## src/shared/rcs_pkg.sv

```systemverilog
/*
  Constants and types for the reset cause and start-up timer block.
  Assumes a 250 MHz core clock and an 8-bit core register file bus.
*/
package rcs_pkg;

  // ----------------------------------------
  // Clock and start-up timer
  // ----------------------------------------
  localparam int RCS_CLK_MHZ = 250;
  localparam int RCS_STARTUP_MS = 18;
  // Nominal start-up period in cycles; 18 ms at 250 MHz
  localparam int RCS_STARTUP_CYCLES = RCS_STARTUP_MS * RCS_CLK_MHZ * 1000;
  localparam int RCS_TIMER_W = 23;

  // ----------------------------------------
  // Register file access
  // ----------------------------------------
  localparam int RCS_ADDR_W = 5;
  localparam logic [4:0] RCS_CORE_STATUS_ADDR = 5'h03;
  localparam logic [7:0] RCS_READ_ZERO = 8'h00;

  // Field positions inside core_status
  localparam int RCS_PAGE_HI_BIT = 7;
  localparam int RCS_PAGE_MID_BIT = 6;
  localparam int RCS_PAGE_LO_BIT = 5;
  localparam int RCS_TIMEOUT_BIT = 4;
  localparam int RCS_POWERDOWN_BIT = 3;

  // Values after reset
  localparam logic [2:0] RCS_PAGE_RESET = 3'h0;
  localparam logic RCS_TIMEOUT_POR = 1'b1;
  localparam logic RCS_POWERDOWN_POR = 1'b1;

  // ----------------------------------------
  // Types
  // ----------------------------------------
  typedef struct packed {
    logic page_select_hi;
    logic page_select_mid;
    logic page_select_lo;
    logic timeout_flag;
    logic powerdown_flag;
    logic [2:0] alu_flags;
  } rcs_status_s;

  typedef struct packed {
    logic timeout_flag;
    logic powerdown_flag;
  } rcs_cause_s;

  typedef enum logic [1:0] {
    RCS_RUN = 2'b00,
    RCS_HALT = 2'b01,
    RCS_HOLD = 2'b10
  } rcs_mode_e;

endpackage : rcs_pkg

```

## src/verilog/rcs_startup_timer.sv

```systemverilog
/*
  Start-up timer: counts while enabled, restarts on request.
  Assumes restart and run are synchronous to clk.
*/
`timescale 1ns/1ps
module rcs_startup_timer #(
  parameter int STARTUP_CYCLES = rcs_pkg::RCS_STARTUP_CYCLES
) (
  input wire logic clk,
  input wire logic resetn,
  input wire logic restart,
  input wire logic run,
  output logic expired
);

  logic [rcs_pkg::RCS_TIMER_W-1:0] count;
  logic [rcs_pkg::RCS_TIMER_W-1:0] next_count;
  wire logic [rcs_pkg::RCS_TIMER_W-1:0] last_count =
    rcs_pkg::RCS_TIMER_W'(STARTUP_CYCLES - 1);

  // ----------------------------------------
  // Counter
  // ----------------------------------------
  // Saturates at the last count so expired stays up until restart
  assign expired = (count == last_count);
  assign next_count = restart ? '0 :
                      (run && !expired) ? count + 1'b1 : count;

  // Cleared at power-up
  always_ff @(posedge clk or negedge resetn)
  begin
    if (!resetn)
      count <= '0;
    else
      count <= next_count;
  end
endmodule : rcs_startup_timer

```

## src/verilog/rcs_reset_control.sv

```systemverilog
/*
  Reset control: merges power-on, clear pin and watchdog resets,
  holds the internal reset through a latch and the start-up timer,
  and keeps the reset cause flags inside core_status.
  Assumes resetn is the power-on detector output, and that all other
  inputs are synchronous to clk.
*/
// Contract
// - Five reset sources: power-on, clear pin run/halt, watchdog run/halt.
// - Wake from halt by clear pin or watchdog is a full reset.
// - Time-out and power-down flags sit at core_status bits 4 and 3.
// - Power-on sets both flags; clear pin in normal run keeps them.
// - Clear pin waking halt: time-out flag 1, power-down flag 0.
// - Watchdog in normal run: time-out flag 0, power-down flag 1.
// - Watchdog waking halt: both flags cleared to 0.
// - Undefined-reset bits power up unknown; later resets leave them unchanged.
// - Other bits take reset values on power-on, clear pin, watchdog.
// - Power-up sets the reset latch and clears the start-up timer.
// - Timer counts while pin high; after its period it ends reset.
// - Falling supply never raises an internal reset.
`timescale 1ns/1ps
module rcs_reset_control #(
  parameter int STARTUP_CYCLES = rcs_pkg::RCS_STARTUP_CYCLES
) (
  input wire logic clk,
  input wire logic resetn,
  input wire logic ext_clear_pin_n,
  input wire logic wdt_timeout,
  input wire logic sleep_cmd,
  input wire logic [rcs_pkg::RCS_ADDR_W-1:0] reg_addr,
  input wire logic reg_we,
  input wire logic [7:0] reg_wdata,
  output logic [7:0] reg_rdata,
  output logic device_reset,
  output logic halted
);

  // ----------------------------------------
  // Event decode
  // ----------------------------------------
  logic reset_latch;
  logic pin_low_q;
  logic timer_expired;
  rcs_pkg::rcs_mode_e mode;
  rcs_pkg::rcs_mode_e next_mode;

  // The pin is a level; its first low cycle marks a clear-pin reset
  wire logic pin_low = !ext_clear_pin_n;
  wire logic clear_entry = pin_low && !pin_low_q;
  wire logic in_halt = (mode == rcs_pkg::RCS_HALT);
  wire logic wdt_event = wdt_timeout && !reset_latch;
  // Either reset source ends halt with a full reset, never a resume
  wire logic reset_event = clear_entry || wdt_event;
  wire logic sleep_ok = sleep_cmd && (mode == rcs_pkg::RCS_RUN);
  // Only the pin or the watchdog can raise the latch after power-up;
  // no supply monitor feeds it, so a falling supply does nothing
  wire logic latch_set = pin_low || wdt_event;
  wire logic latch_clear = timer_expired && ext_clear_pin_n;

  // Previous pin level; reset value high so a pin held low at
  // power-up still records a clear-pin reset once resetn releases
  always_ff @(posedge clk or negedge resetn)
  begin
    if (!resetn)
      pin_low_q <= 1'b0;
    else
      pin_low_q <= pin_low;
  end

  // ----------------------------------------
  // Reset latch and start-up timer
  // ----------------------------------------
  // Set wins over clear so a new cause is never lost
  always_ff @(posedge clk or negedge resetn)
  begin
    if (!resetn)
      reset_latch <= 1'b1;
    else if (latch_set)
      reset_latch <= 1'b1;
    else if (latch_clear)
      reset_latch <= 1'b0;
  end

  assign device_reset = reset_latch;

  // Restart on low pin or watchdog; count only while the pin is high
  rcs_startup_timer #(
    .STARTUP_CYCLES(STARTUP_CYCLES)
  ) u_timer (
    .clk(clk),
    .resetn(resetn),
    .restart(latch_set),
    .run(reset_latch && ext_clear_pin_n),
    .expired(timer_expired)
  );

  // ----------------------------------------
  // Operating mode
  // ----------------------------------------
  // Any reset drops halt into hold, so execution restarts from the vector
  always_comb
  begin
    next_mode = mode;
    unique case (mode)
      rcs_pkg::RCS_RUN:
        if (sleep_ok)
          next_mode = rcs_pkg::RCS_HALT;
      rcs_pkg::RCS_HALT:
        next_mode = mode;
      rcs_pkg::RCS_HOLD:
        if (latch_clear)
          next_mode = rcs_pkg::RCS_RUN;
      default:
        next_mode = rcs_pkg::RCS_HOLD;
    endcase
    if (latch_set)
      next_mode = rcs_pkg::RCS_HOLD;
  end

  always_ff @(posedge clk or negedge resetn)
  begin
    if (!resetn)
      mode <= rcs_pkg::RCS_HOLD;
    else
      mode <= next_mode;
  end

  assign halted = in_halt;

  // ----------------------------------------
  // Reset cause flags
  // ----------------------------------------
  rcs_pkg::rcs_cause_s cause;
  rcs_pkg::rcs_cause_s next_cause;

  // Pin wake and watchdog decide the flags; a plain pin reset keeps them
  always_comb
  begin
    next_cause = cause;
    if (clear_entry && in_halt)
    begin
      next_cause.timeout_flag = 1'b1;
      next_cause.powerdown_flag = 1'b0;
    end
    else if (wdt_event && in_halt)
    begin
      next_cause.timeout_flag = 1'b0;
      next_cause.powerdown_flag = 1'b0;
    end
    else if (wdt_event)
    begin
      next_cause.timeout_flag = 1'b0;
      next_cause.powerdown_flag = 1'b1;
    end
  end

  always_ff @(posedge clk or negedge resetn)
  begin
    if (!resetn)
    begin
      cause.timeout_flag <= rcs_pkg::RCS_TIMEOUT_POR;
      cause.powerdown_flag <= rcs_pkg::RCS_POWERDOWN_POR;
    end
    else
      cause <= next_cause;
  end

  // ----------------------------------------
  // core_status register
  // ----------------------------------------
  logic [2:0] page;
  logic [2:0] alu_flags;
  rcs_pkg::rcs_status_s status;

  wire logic status_sel = (reg_addr == rcs_pkg::RCS_CORE_STATUS_ADDR);
  // A write in the cycle of a reset event is dropped, so the alu bits do not move then
  wire logic status_we = reg_we && status_sel && !reset_latch && !latch_set;
  wire logic [2:0] page_wdata = reg_wdata[rcs_pkg::RCS_PAGE_HI_BIT:rcs_pkg::RCS_PAGE_LO_BIT];

  // Page bits take their reset value on every kind of reset
  always_ff @(posedge clk or negedge resetn)
  begin
    if (!resetn)
      page <= rcs_pkg::RCS_PAGE_RESET;
    else if (latch_set)
      page <= rcs_pkg::RCS_PAGE_RESET;
    else if (status_we)
      page <= page_wdata;
  end

  // No reset at all: unknown at power-up, untouched by later resets
  always_ff @(posedge clk)
  begin
    if (status_we)
      alu_flags <= reg_wdata[2:0];
  end

  // Cause flags are read-only; writes to bits 4:3 are dropped
  assign status.page_select_hi = page[2];
  assign status.page_select_mid = page[1];
  assign status.page_select_lo = page[0];
  assign status.timeout_flag = cause.timeout_flag;
  assign status.powerdown_flag = cause.powerdown_flag;
  assign status.alu_flags = alu_flags;

  // Read data registered; unmapped addresses read zero
  wire logic [7:0] next_rdata = status_sel ? status : rcs_pkg::RCS_READ_ZERO;

  always_ff @(posedge clk or negedge resetn)
  begin
    if (!resetn)
      reg_rdata <= rcs_pkg::RCS_READ_ZERO;
    else
      reg_rdata <= next_rdata;
  end

  // ----------------------------------------
  // Checks
  // ----------------------------------------
  // Set by the first write; bits 2:0 have no defined value before it
  logic alu_written;

  always_ff @(posedge clk or negedge resetn)
  begin
    if (!resetn)
      alu_written <= 1'b0;
    else if (status_we)
      alu_written <= 1'b1;
  end
endmodule : rcs_reset_control

```

## config.mk

```make
export PLATFORM = sky130hd
export DESIGN_NAME = rcs_reset_control
export DESIGN_NICKNAME = d
export VERILOG_FILES = /design/src/shared/rcs_pkg.sv /design/src/verilog/rcs_startup_timer.sv /design/src/verilog/rcs_reset_control.sv
export SDC_FILE = /design/constraint.sdc
export NUM_CORES = 1
export LEC_CHECK = 0
export BUFFER_PORTS_ARGS = -buffer_cell sky130_fd_sc_hd__buf_2
export CAP_MARGIN = 15
export CELL_PAD_IN_SITES_DETAIL_PLACEMENT = 2
export CELL_PAD_IN_SITES_GLOBAL_PLACEMENT = 2
export CORE_ASPECT_RATIO = 0.9
export CORE_MARGIN = 2
export CORE_UTILIZATION = 39
export DETAILED_ROUTE_END_ITERATION = 8
export PLACE_DENSITY = 0.81
export SLEW_MARGIN = 5
export SYNTH_ARGS = -nofsm -noshare
export SYNTH_HDL_FRONTEND = slang
export SYNTH_HIERARCHICAL = 1
export SYNTH_SLANG_ARGS = --single-unit
```

## constraint.sdc

```tcl
create_clock -name clk -period 4.5 [get_ports clk]
set_input_delay 1.125 -clock clk [delete_from_list [all_inputs] [get_ports clk]]
set_output_delay 1.125 -clock clk [all_outputs]
set_load 0.05 [all_outputs]
```

# After elaboration in Yosys (flattened, before gate mapping)
# Index checks and enable logic that the tools add are counted.
dict set report word_totals {
  ff_bits 43
  in_bits 19
  elab_cells 54
}
dict set report op_classes {
  add_sub_neg 1
  n_eq_ne 7
  mux 14
  reduce_logical 23
}
# operator count
set ops {}
lappend ops {{23-bit 2-to-1 mux} 2}
lappend ops {{23-bit by 1-bit adder with 23-bit output (second input constant)} 1}
lappend ops {{23-bit equality test (second input constant)} 1}
lappend ops {{2-bit 2-to-1 mux} 6}
lappend ops {{1-bit logical AND} 11}
lappend ops {{8-bit 2-to-1 mux} 1}
lappend ops {{3-bit 2-to-1 mux} 2}
lappend ops {{3-bit != test (second input constant)} 2}
lappend ops {{2-bit case mux with 3 select lines} 1}
lappend ops {{2-bit nonzero test} 3}
lappend ops {{5-bit by 2-bit equality test with 1-bit output (second input constant)} 1}
lappend ops {{1-bit zero test} 5}
lappend ops {{3-bit AND reduction} 1}
lappend ops {{3-bit nonzero test} 1}
lappend ops {{2-bit by 1-bit equality test with 1-bit output (second input constant)} 1}
lappend ops {{2-bit equality test (second input constant)} 1}
lappend ops {{2-bit zero test} 1}
lappend ops {{1-bit 2-to-1 mux} 2}
lappend ops {{2-bit by 1-bit != test with 1-bit output (second input constant)} 1}
lappend ops {{1-bit logical OR} 1}

# Depth between registers and ports, before layout
# Gate-level depths: netlist (run 1).
dict set report depth {
  depth_word 7
  depth_mapped 7
  ltp_nobuf 7
}

# Hierarchy
# Netlist (run 1), hierarchy kept.
# mod instances cells_each area_per_inst_um2 seq_area_each_um2
set by_module_without_submodules {}
lappend by_module_without_submodules {rcs_startup_timer 1 140 1325.0 575.6}
lappend by_module_without_submodules {rcs_reset_control 1 60 788.3 520.5}

# Worst setup path before layout (run 1)
# No wires, ideal clock.
dict set report synth_path {
  kind {input -> register}
  from {input ext_clear_pin_n}
  to {register u_timer/count[12] in the netlist's numbering}
  setup_time_ps 125
  t_arrival_ps 2478
  required_time_ps 4375
  path_slack_ps 1898
  cell_stages 6
  path_buffers 2
  path_cell_list {clkbuf_1 -> and2_1 -> clkbuf_1 -> o2111ai_1 -> nor2_1 -> mux2_2}
}
dict set report synth_between {
  elab_chain_cells 3
}
# element line_no
set synth_lines {}
lappend synth_lines {{start, declared} rcs_reset_control.sv:27} ;# input wire logic ext_clear_pin_n,
lappend synth_lines {{1-bit zero test or 1-bit logical AND (tied branches)} {rcs_reset_control.sv:48, rcs_reset_control.sv:93}}
lappend synth_lines {{1-bit logical OR or 1-bit logical AND (tied branches)} {rcs_reset_control.sv:57, rcs_startup_timer.sv:27}}
lappend synth_lines {{23-bit 2-to-1 mux or 2-bit nonzero test (tied branches)} --}
lappend synth_lines {{end signal, assigned} rcs_startup_timer.sv:35} ;# count <= next_count;
lappend synth_lines {{end, declared} rcs_startup_timer.sv:16} ;# logic [rcs_pkg::RCS_TIMER_W-1:0] count;
# Parallel ways exist; a longest one is shown, timed or not.
# A chain may end at the register's enable or synchronous reset.

# Worst setup path in the final report (run 1)
dict set report layout_path {
  from {input wdt_timeout}
  to {register u_timer/count[11] in the netlist's numbering}
}
dict set report layout_between {
  elab_chain_cells 3
}
# element line_no
set layout_lines {}
lappend layout_lines {{start, declared} rcs_reset_control.sv:28} ;# input wire logic wdt_timeout,
lappend layout_lines {{1-bit logical AND (*)} rcs_reset_control.sv:51} ;# wire logic wdt_event = wdt_timeout && !reset_latch;
lappend layout_lines {{1-bit logical OR (*)} rcs_reset_control.sv:57} ;# wire logic latch_set = pin_low || wdt_event;
lappend layout_lines {{named net latch_set} rcs_reset_control.sv:57}
lappend layout_lines {{23-bit 2-to-1 mux or 2-bit nonzero test (tied branches)} --}
# The timed path passes the listed nets; every way through them passes the cells marked *.

==> summary.txt, run 1 <==
Outcome: finished clean
Reg2Reg Setup Slack: 2.20 ns
Final WS setup: 1.90 ns
Final global-route overflow total: 0
H-tree Lvls: 2
Row cnt: 25
Die ar.: 6020 um^2
Postcts setup bufs: 0
Initial Utilization: 0.402
Worst-Margin Slew: 0.897 ns
DRC: 0
Clk root buf: clkbuf_8
Clk buf depth: 2
Post-Place Setup Slack: 1.63 ns
Clock sinks: 43
Worst Reg-to-Reg Cells: 5
CTS Hold Bufs: 0
Largest stage delay, worst path: 0.52 ns
Largest net degree at the start of global routing: 41
RSZ-0062 raised after global routing: no
Hold Path Class: flop to flop
Clock tree from TritonCTS: yes
Core area: 5260 um^2
Total wire length: 5410 um
Leakage: 0.00109 uW
Layout Nets: 248
Worst Path Max Fanout: 18
Clk_lat worst skew: 0.30 ns
# diodes: 0
Post-synth EDFFs: 3
Setup_tns: 0 ns
Final-layout worst hold slack: 0.462 ns
Ys async rst share: 0.930
Crit-path cells: buf_2, nand2b_1, nand2_1, buf_4, nor4_1, o21bai_1
Worst EP arrival: 2.83 ns
IO Pins: 29
Launch point of the worst reg-to-reg path: device_reset
Synth area leader: dfrtp_1
Overall routing resource usage: 0.210
Synth Flop Type: dfrtp_1
DP HPWL: 3820 um
Area growth syn-to-layout: 14.4%
Startpoint Class: primary input
Hold path cells: 1
Fin. Hold Viols: 0
Worst EP required: 4.73 ns
Placer Congestion: 0.722
Synthesized area: 2110 um^2
IO buf count: 26
Period utilization: 0.578
Vias in the first global route: 1795
Synth top area cells: dfrtp_1 43%, dfstp_2 5.0%, xor2_1 4.6%
Post-Syn Instances: 200
Final Util: 0.460
Yosys warns: 6
Fraction of layout cells with a size suffix above 1: 0.219
Yosys cell types: 45
Initial antenna violation count: 0
Post-detailed-route count of antenna-violating nets: 0
Critical Path End Type: flop
Clock Skews: 0.00812 ns
Post-synth net total: 221
Critical-path top delay cell: nand2_1
Hold path start: alu_flags[1]
WHS Endpoint: reg_rdata[1]
RR Endpoint: u_timer/count[11]
Worst VDD drop: 202 uV
Max_cap viols: 0
CTS Buf Count: 5
Worst-path clk slew: 0.09 ns
Vias: 1609
# setup viols final: 0
Max-slew headroom: 0.402
Sequential cell area fraction in the yosys report: 0.519
Flops & latches, synth: 43
1st-pass router iterations: 4
Minimum clock period: 2.60 ns
Filler Cells Inserted: 586
Total Power: 795 uW
First-pass GRT wire length: 9390 um
Initial DRC Count: 43
Wire per inst: 18.3 um
Share of the synthesized area in the top cell type: 0.426
Critical path type: primary input to flop
Avg Cell Area, Syn: 10.6 um^2
Power per cell area: 329 nW/um^2
Die Width: 81.6 um
Fin. max-slew vios: 0
Post-CTS Resized: 0
Vias per cell: 5.45
Die height: 73.8 um
F_max: 0.385 GHz
## cell families (layout without fill, tap and decap cells)
group,Yosys count,after routing,synth area share
AOI/OAI and AO/OA,22,22,0.0645
xor gates and xnor gates,12,12,0.0497
adders and majority gates,2,2,0.0118
buffers and inverters,11,39,0.0320
DFF,43,43,0.519
muxes,5,5,0.0243
and+or+nand+nor,105,105,0.299
## worst max-delay path, delay by kind of cell
family	cells	cell delay, ns
buffers and inverters	2	0.47
AND/OR/NAND/NOR	3	1.09
AO/OA/AOI/OAI	1	0.14
## through the flow
stage / instances / cell area [um^2]
final: 295 / 2420
after global routing: 295 / 2420
after CTS: 295 / 2420
after detailed placement: 287 / 2280
after global placement: 287 / 2280
after floorplan: 200 / 2110
## cells in the final DEF, fill, tap and decap left out, types with 5 or more instances in the layout
| cell | n |
|---|---|
| a21oi_1 | 7 |
| and2_1 | 10 |
| buf_2 | 26 |
| clkbuf_8 | 5 |
| dfrtp_1 | 36 |
| nand2_1 | 11 |
| nand3_1 | 17 |
| nand4_1 | 8 |
| nor2_1 | 23 |
| nor2b_1 | 6 |
| o21ai_0 | 9 |
| or3_1 | 5 |
| xor2_1 | 11 |
## power breakdown
| part | switching (uW) | total (uW) | internal [uW] | leakage, uW |
|---|---|---|---|---|
| Clock | 140 | 361 | 221 | 0.0000644 |
| Combinational | 26.1 | 37.6 | 11.5 | 0.000459 |
| Sequential | 2.94 | 397 | 394 | 0.000568 |
## synthesized netlist by cell type, types with 2 or more instances
master	n
a21oi_1	7
and2_1	10
and3_1	3
and3_2	2
clkbuf_1	3
dfrtp_1	36
dfstp_2	4
edfxtp_1	3
ha_1	2
inv_1	4
mux2i_1	4
nand2_1	11
nand2b_1	3
nand3_1	17
nand4_1	8
nor2_1	23
nor2b_1	6
nor4_1	2
nor4b_1	2
o21ai_0	9
or3_1	5
or4_1	3
xor2_1	11
## registers in the layout, indices dropped and copies added (netlist names)
register	cells
device_reset	1
pin_low_q	1
page	3
cause	2
u_timer/count	23
alu_flags	3
reg_rdata	8
mode	2
## final cells by class
class                      count  area (um^2)  share of cell area
clock buffer                   5         68.8              0.0285
clock inverter                 3         67.6              0.0279
inverter                       4         15.0             0.00621
multi-input combinational    146          950               0.393
sequential                    43         1100               0.453
tap                           67         83.8              0.0347
timing repair buffer          27          138              0.0569
## worst max path at each step
stage / from / end / slack, ns
CTS: wdt_timeout / u_timer/count[11] / 1.93
detailed placement: wdt_timeout / u_timer/count[11] / 1.63
finish: wdt_timeout / u_timer/count[11] / 1.90
floorplan: ext_clear_pin_n / u_timer/count[12] / 1.90
global placement: wdt_timeout / u_timer/count[11] / 1.68
global route: wdt_timeout / u_timer/count[11] / 1.78
## metal layers
layer,global-route usage,up-vias,part of all wire
li1,-,754,-
met1,0.284,828,0.46
met2,0.336,19,0.50
met3,0.0418,8,0.024
met4,0.0778,0,0.017
met5,0,-,0
No activity file was read; power rests on OpenSTA's default activity.
==> inputs of run 2 (changes only) <==
- CORE_UTILIZATION: 39 -> 33
- PLACE_DENSITY: 0.81 -> 0.73
- clock period: 4.5 -> 2.3 ns (I/O delays scaled with it)
==> summary.txt, run 2 (synthesized netlist as in run 1, its figures left out) <==
Power per cell area: 626 nW/um^2 (+90%)
Largest Register: u_timer/count
Commonest non-fill, non-tap cell in the layout: dfrtp_1
Max_cap viols: 0 (unchanged)
Worst VDD drop: 280 uV (+39%)
Outcome: finished clean
Die height: 79.9 um (+8.2%)
Critical-path top delay cell: dfrtp_1
Area growth syn-to-layout: 17.6%
First-pass GRT wire length: 8700 um (-7.3%)
Initial DRC Count: 37 (-14%)
Leakage: 0.00112 uW (+2.8%)
Clk_lat worst skew: 0.30 ns (about the same)
Post-Place Setup Slack: 0.350 ns (-1.28 ns)
Crit-path cells: ha_1, and4_2, and3_2, o2111ai_1, nor2_1, mux2_2
Max reg flops: 23 (unchanged)
Vias: 1649 (+2.5%)
Worst EP required: 2.49 ns (-2.24 ns)
Vias in the first global route: 1760 (-1.9%)
IO Pins: 29 (unchanged)
Overall routing resource usage: 0.163 (-0.0470)
DRC: 0 (unchanged)
Placer Congestion: 0.719 (-0.48%)
Largest stage delay, worst path: 0.41 ns (-0.11 ns)
Critical Path End Type: flop
Buf/Inv on CP: 0 (-2)
Clk buf depth: 2 (unchanged)
Startpoint Class: flop
Initial Utilization: 0.344 (-0.0584)
Final global-route overflow total: 0 (unchanged)
Setup_tns: 0 ns (unchanged)
Period utilization: 0.835
Final WS setup: 0.380 ns (-1.52 ns)
Worst-Margin Slew: 0.521 ns (-0.376 ns)
Clock Skews: 0.00998 ns (+0.00185 ns)
Wire per inst: 16.1 um (-12%)
Final-layout worst hold slack: 0.324 ns (-0.138 ns)
Max-slew headroom: 0.653 (+0.251)
CTS Buf Count: 5 (unchanged)
IO buf count: 26 (unchanged)
Fraction of layout cells with a size suffix above 1: 0.235 (+0.0157)
Die ar.: 7060 um^2 (+17%)
Fin. max-slew vios: 0 (unchanged)
Filler Cells Inserted: 693 (+18%)
Layout Nets: 254 (+2.4%)
1st-pass router iterations: 4 (unchanged)
Largest net degree at the start of global routing: 41 (unchanged)
Post-detailed-route count of antenna-violating nets: 0 (unchanged)
Vias per cell: 5.14 (-5.8%)
Initial antenna violation count: 0 (unchanged)
Hold Path Class: primary input to async pin
Worst EP arrival: 2.11 ns (-0.72 ns)
Post-CTS Resized: 0 (unchanged)
Postcts setup bufs: 0 (unchanged)
Biggest regs: u_timer/count x23, reg_rdata x8
Delay-heaviest family, CP: simple AND/OR/NAND/NOR gates
Clk root buf: clkbuf_8
# setup viols final: 0 (unchanged)
Worst-path clk slew: 0.09 ns (about the same)
Row cnt: 27 (+8.0%)
Fin. Hold Viols: 0 (unchanged)
Total wire length: 5160 um (-4.6%)
RSZ-0062 raised after global routing: no
CTS Hold Bufs: 0 (unchanged)
F_max: 0.521 GHz
# diodes: 0 (unchanged)
Clock tree from TritonCTS: yes
H-tree Lvls: 2 (unchanged)
Clock sinks: 43 (unchanged)
Die Width: 88.4 um (+8.3%)
Minimum clock period: 1.92 ns
Commonest non-fill, non-tap cells in the layout: 36 x dfrtp_1, 26 x buf_2, 23 x nor2_1
Core area: 6150 um^2 (+17%)
DP HPWL: 3750 um (-1.8%)
Worst Path Max Fanout: 5 (-13)
Critical path type: flop to flop
[run 2: layer usage]
metal	vias to the layer above	wire length (um)	track usage
met1	862	2420	0.211
met2	10	2570	0.269
met4	0	75	0.0545
met3	7	90	0.0372
met5	-	0	0
li1	770	-	-
[run 2: final timing paths]
| path | start | endpoint | slack (ns) | cells past startpoint |
|---|---|---|---|---|
| max | u_timer/count[0] | u_timer/count[12] | 0.38 | 6 |
| min | resetn | u_timer/count[0] | 0.32 | 2 |
| max reg2reg | u_timer/count[0] | u_timer/count[12] | 0.38 | 6 |
| min reg2reg | alu_flags[0] | reg_rdata[0] | 0.45 | 1 |
| max in group asynchronous | resetn | cause[1] | 1.60 | 2 |
| min in group clk | reg_wdata[2] | alu_flags[2] | 0.45 | 1 |
[run 2: per-stage QoR]
stage / area (um^2) / utilization / cells / total power [uW]
after floorplan: 2110 / - / 200 / 829
after global placement: 2350 / 0.383 / 313 / 869
after detailed placement: 2350 / 0.383 / 313 / 872
after CTS: 2480 / 0.404 / 321 / 1580
after global routing: 2480 / 0.404 / 321 / 1620
final: 2480 / 0.404 / 321 / 1550
[run 2: worst register-to-register path: stages (launching register included)]
cell       delay, ns
dfrtp_1         0.41
ha_1            0.16
and4_2          0.26
and3_2          0.26
o2111ai_1       0.22
nor2_1          0.17
mux2_2          0.34
[run 2: report_power, final]
part	switching [uW]	internal (uW)
clock network	267	434
registers	5.89	771
logic	51.6	26.0
[run 2: layout make-up]
type	count	area, um^2	share of cell area
inverters	4	15.0	0.00604
clock buffers	6	72.6	0.0292
flip-flops and latches	43	1100	0.441
clock inverters	2	60.1	0.0242
multi-input cells	146	950	0.382
well taps	87	109	0.0438
repair buffers	33	183	0.0735
==> inputs of run 3 (changes only) <==
- CORE_UTILIZATION: 33 -> 36
- PLACE_DENSITY: 0.73 -> 0.75
- clock period: 2.3 -> 1.8 ns (I/O delays scaled with it)
==> summary.txt, run 3 (synthesized netlist as in run 1, its figures left out) <==
P_int: 1310 uW (+6.1%)
Sw frac: 0.245 (+0.0369)
Max_cap viols: 0 (unchanged)
H-tree Lvls: 2 (unchanged)
Leakage: 0.00128 uW (+14%)
Commonest non-fill, non-tap cells in the layout: 36 x dfrtp_1, 34 x buf_4, 26 x buf_2
Largest Register: u_timer/count
F_max: 0.546 GHz (+4.9%)
RSZ-0062 raised after global routing: yes
Power per cell area: 625 nW/um^2 (about the same)
Placer Congestion: 0.784 (+9.0%)
# setup viols final: 2 (+2)
Minimum clock period: 1.83 ns (-0.0903 ns)
Psw: 425 uW (+31%)
DP HPWL: 4610 um (+23%)
Worst-Margin Slew: 0.514 ns (-0.00663 ns)
Failing checks: setup timing
Largest net degree at the start of global routing: 41 (unchanged)
# diodes: 0 (unchanged)
Critical Path End Type: flop
Vias per cell: 5.31 (+3.3%)
Max reg flops: 23 (unchanged)
Startpoint Class: flop
Clock Skews: 0.00691 ns (-0.00307 ns)
Vias in the first global route: 2063 (+17%)
IO buf count: 26 (unchanged)
Die Width: 84.8 um (-4.1%)
Biggest regs: u_timer/count x23, reg_rdata x8
IO Pins: 29 (unchanged)
Clk root buf: clkbuf_8
Outcome: finished, violations left
Overall routing resource usage: 0.216 (+0.0530)
Wire per inst: 19.7 um (+23%)
Critical path type: flop to flop
Die height: 76.7 um (-4.0%)
Fraction of layout cells with a size suffix above 1: 0.366 (+0.131)
First-pass GRT wire length: 10900 um (+26%)
Fin. Hold Viols: 0 (unchanged)
Row cnt: 26 (-3.7%)
Initial antenna violation count: 0 (unchanged)
Hold Path Class: primary input to async pin
Layout Nets: 285 (+12%)
Die ar.: 6500 um^2 (-7.9%)
Reg2Reg Setup Slack: -0.03 ns (-0.41 ns)
Max-slew headroom: 0.657 (+0.00442)
Post-Place Setup Slack: -0.133 ns (-0.483 ns)
Period utilization: 1.02 (+0.182)
Comb pwr share: 0.080 (+0.030)
Final WS setup: -0.0298 ns (-0.410 ns)
Clk_lat worst skew: 0.29 ns (about the same)
1st-pass router iterations: 4 (unchanged)
Initial DRC Count: 69 (+86%)
Clock tree from TritonCTS: yes
Initial Utilization: 0.373 (+0.0296)
Flop pwr share: 0.572 (+0.073)
Final-layout worst hold slack: 0.218 ns (-0.106 ns)
Vias: 1778 (+7.8%)
Worst-path clk slew: 0.08 ns (about the same)
Launch point of the worst reg-to-reg path: u_timer/count[19]
Final global-route overflow total: 0 (unchanged)
Worst Path Max Fanout: 8 (+3)
Worst EP required: 1.99 ns (-0.50 ns)
Core area: 5660 um^2 (-7.9%)
Area growth syn-to-layout: 31.0%
Worst EP arrival: 2.02 ns (-0.09 ns)
RR Endpoint: u_timer/count[2]
DRC: 0 (unchanged)
Worst Reg-to-Reg Cells: 5 (-1)
CTS Buf Count: 5 (unchanged)
Commonest non-fill, non-tap cell in the layout: dfrtp_1
Clock sinks: 43 (unchanged)
Clk pwr share: 0.349 (-0.102)
Worst VDD drop: 411 uV (+47%)
Post-detailed-route count of antenna-violating nets: 0 (unchanged)
Fin. max-slew vios: 0 (unchanged)
Total wire length: 6610 um (+28%)
Clk buf depth: 2 (unchanged)
==> run 3: cell types whose count changed in the layout (fill, tap and decap cells not counted), moves of 2 or more <==
cell	delta
clkinv_1	+2
buf_6	+2
nor4b_2	+2
bufinv_16	-2
buf_4	+27
nor4b_1	-2
o21ai_0	-2
==> run 3: how the worst max path moves through the flow <==
| stage | start | to | slack (ns) | cells after the start |
|---|---|---|---|---|
| finish | u_timer/count[19] | u_timer/count[2] | -0.03 | 5 |
| global route | u_timer/count[19] | u_timer/count[5] | -0.09 | 6 |
| CTS | u_timer/count[1] | u_timer/count[12] | 0.009 | 6 |
| detailed placement | u_timer/count[6] | u_timer/count[11] | -0.13 | 6 |
| global placement | u_timer/count[6] | u_timer/count[0] | -0.03 | 6 |
| floorplan | device_reset | u_timer/count[12] | 0.02 | 5 |
==> run 3: power by group through the flow <==
stage          clock [uW]  combinational [uW]  sequential, uW
2_1_floorplan           0                46.8            1010
3_3_place_gp            0                 117            1010
3_5_place_dp            0                 124            1010
4_1_cts               618                 131             990
5_1_grt               664                 154             991
6_report              603                 138             989
==> run 3: what timing repair did <==
item | in CTS | in global routing
gates resized for setup | 9 | 11
pin swaps | 5 | 13
endpoints found under the setup margin | 12 | 15
hold buffers | 0 | 0
setup buffers | 2 | 4
cloned | 1 | 0
endpoints found under the hold margin | 0 | 0
==> run 3: final cells by class <==
class,count,area (um^2)
clock buffers,5,68.8
clock inverters,3,15.0
fillers,603,2890
inverters,4,15.0
multi-input cells,147,1060
flip-flops and latches,43,1100
well taps,70,87.6
repair buffers,63,428
==> run 3: per-layer routing <==
layer | vias up | track usage | part of all wire | wire length, um
li1 | 831 | - | - | -
met4 | 0 | 0.0746 | 0.015 | 97
met1 | 914 | 0.269 | 0.43 | 2830
met2 | 24 | 0.378 | 0.53 | 3520
met3 | 9 | 0.0377 | 0.023 | 154
met5 | - | 0 | 0 | 0
==> run 3: metrics by stage <==
step	TNS (ns)	util	total power [uW]	instances	cell area, um^2
finish	-0.0319	0.489	1730	335	2770
global route	-0.475	0.489	1810	335	2770
CTS	0	0.475	1740	331	2690
detailed placement	-0.514	0.445	1130	320	2520
global placement	-0.0472	0.445	1130	320	2520
floorplan	0	-	1060	200	2120
==> run 3: critical path: stages (launching register included) <==
cell and delay (ns):
dfrtp_1 0.42, nor4_4 0.37, nand4_4 0.23, o21ai_4 0.31, o21ai_0 0.15, a21oi_1 0.24
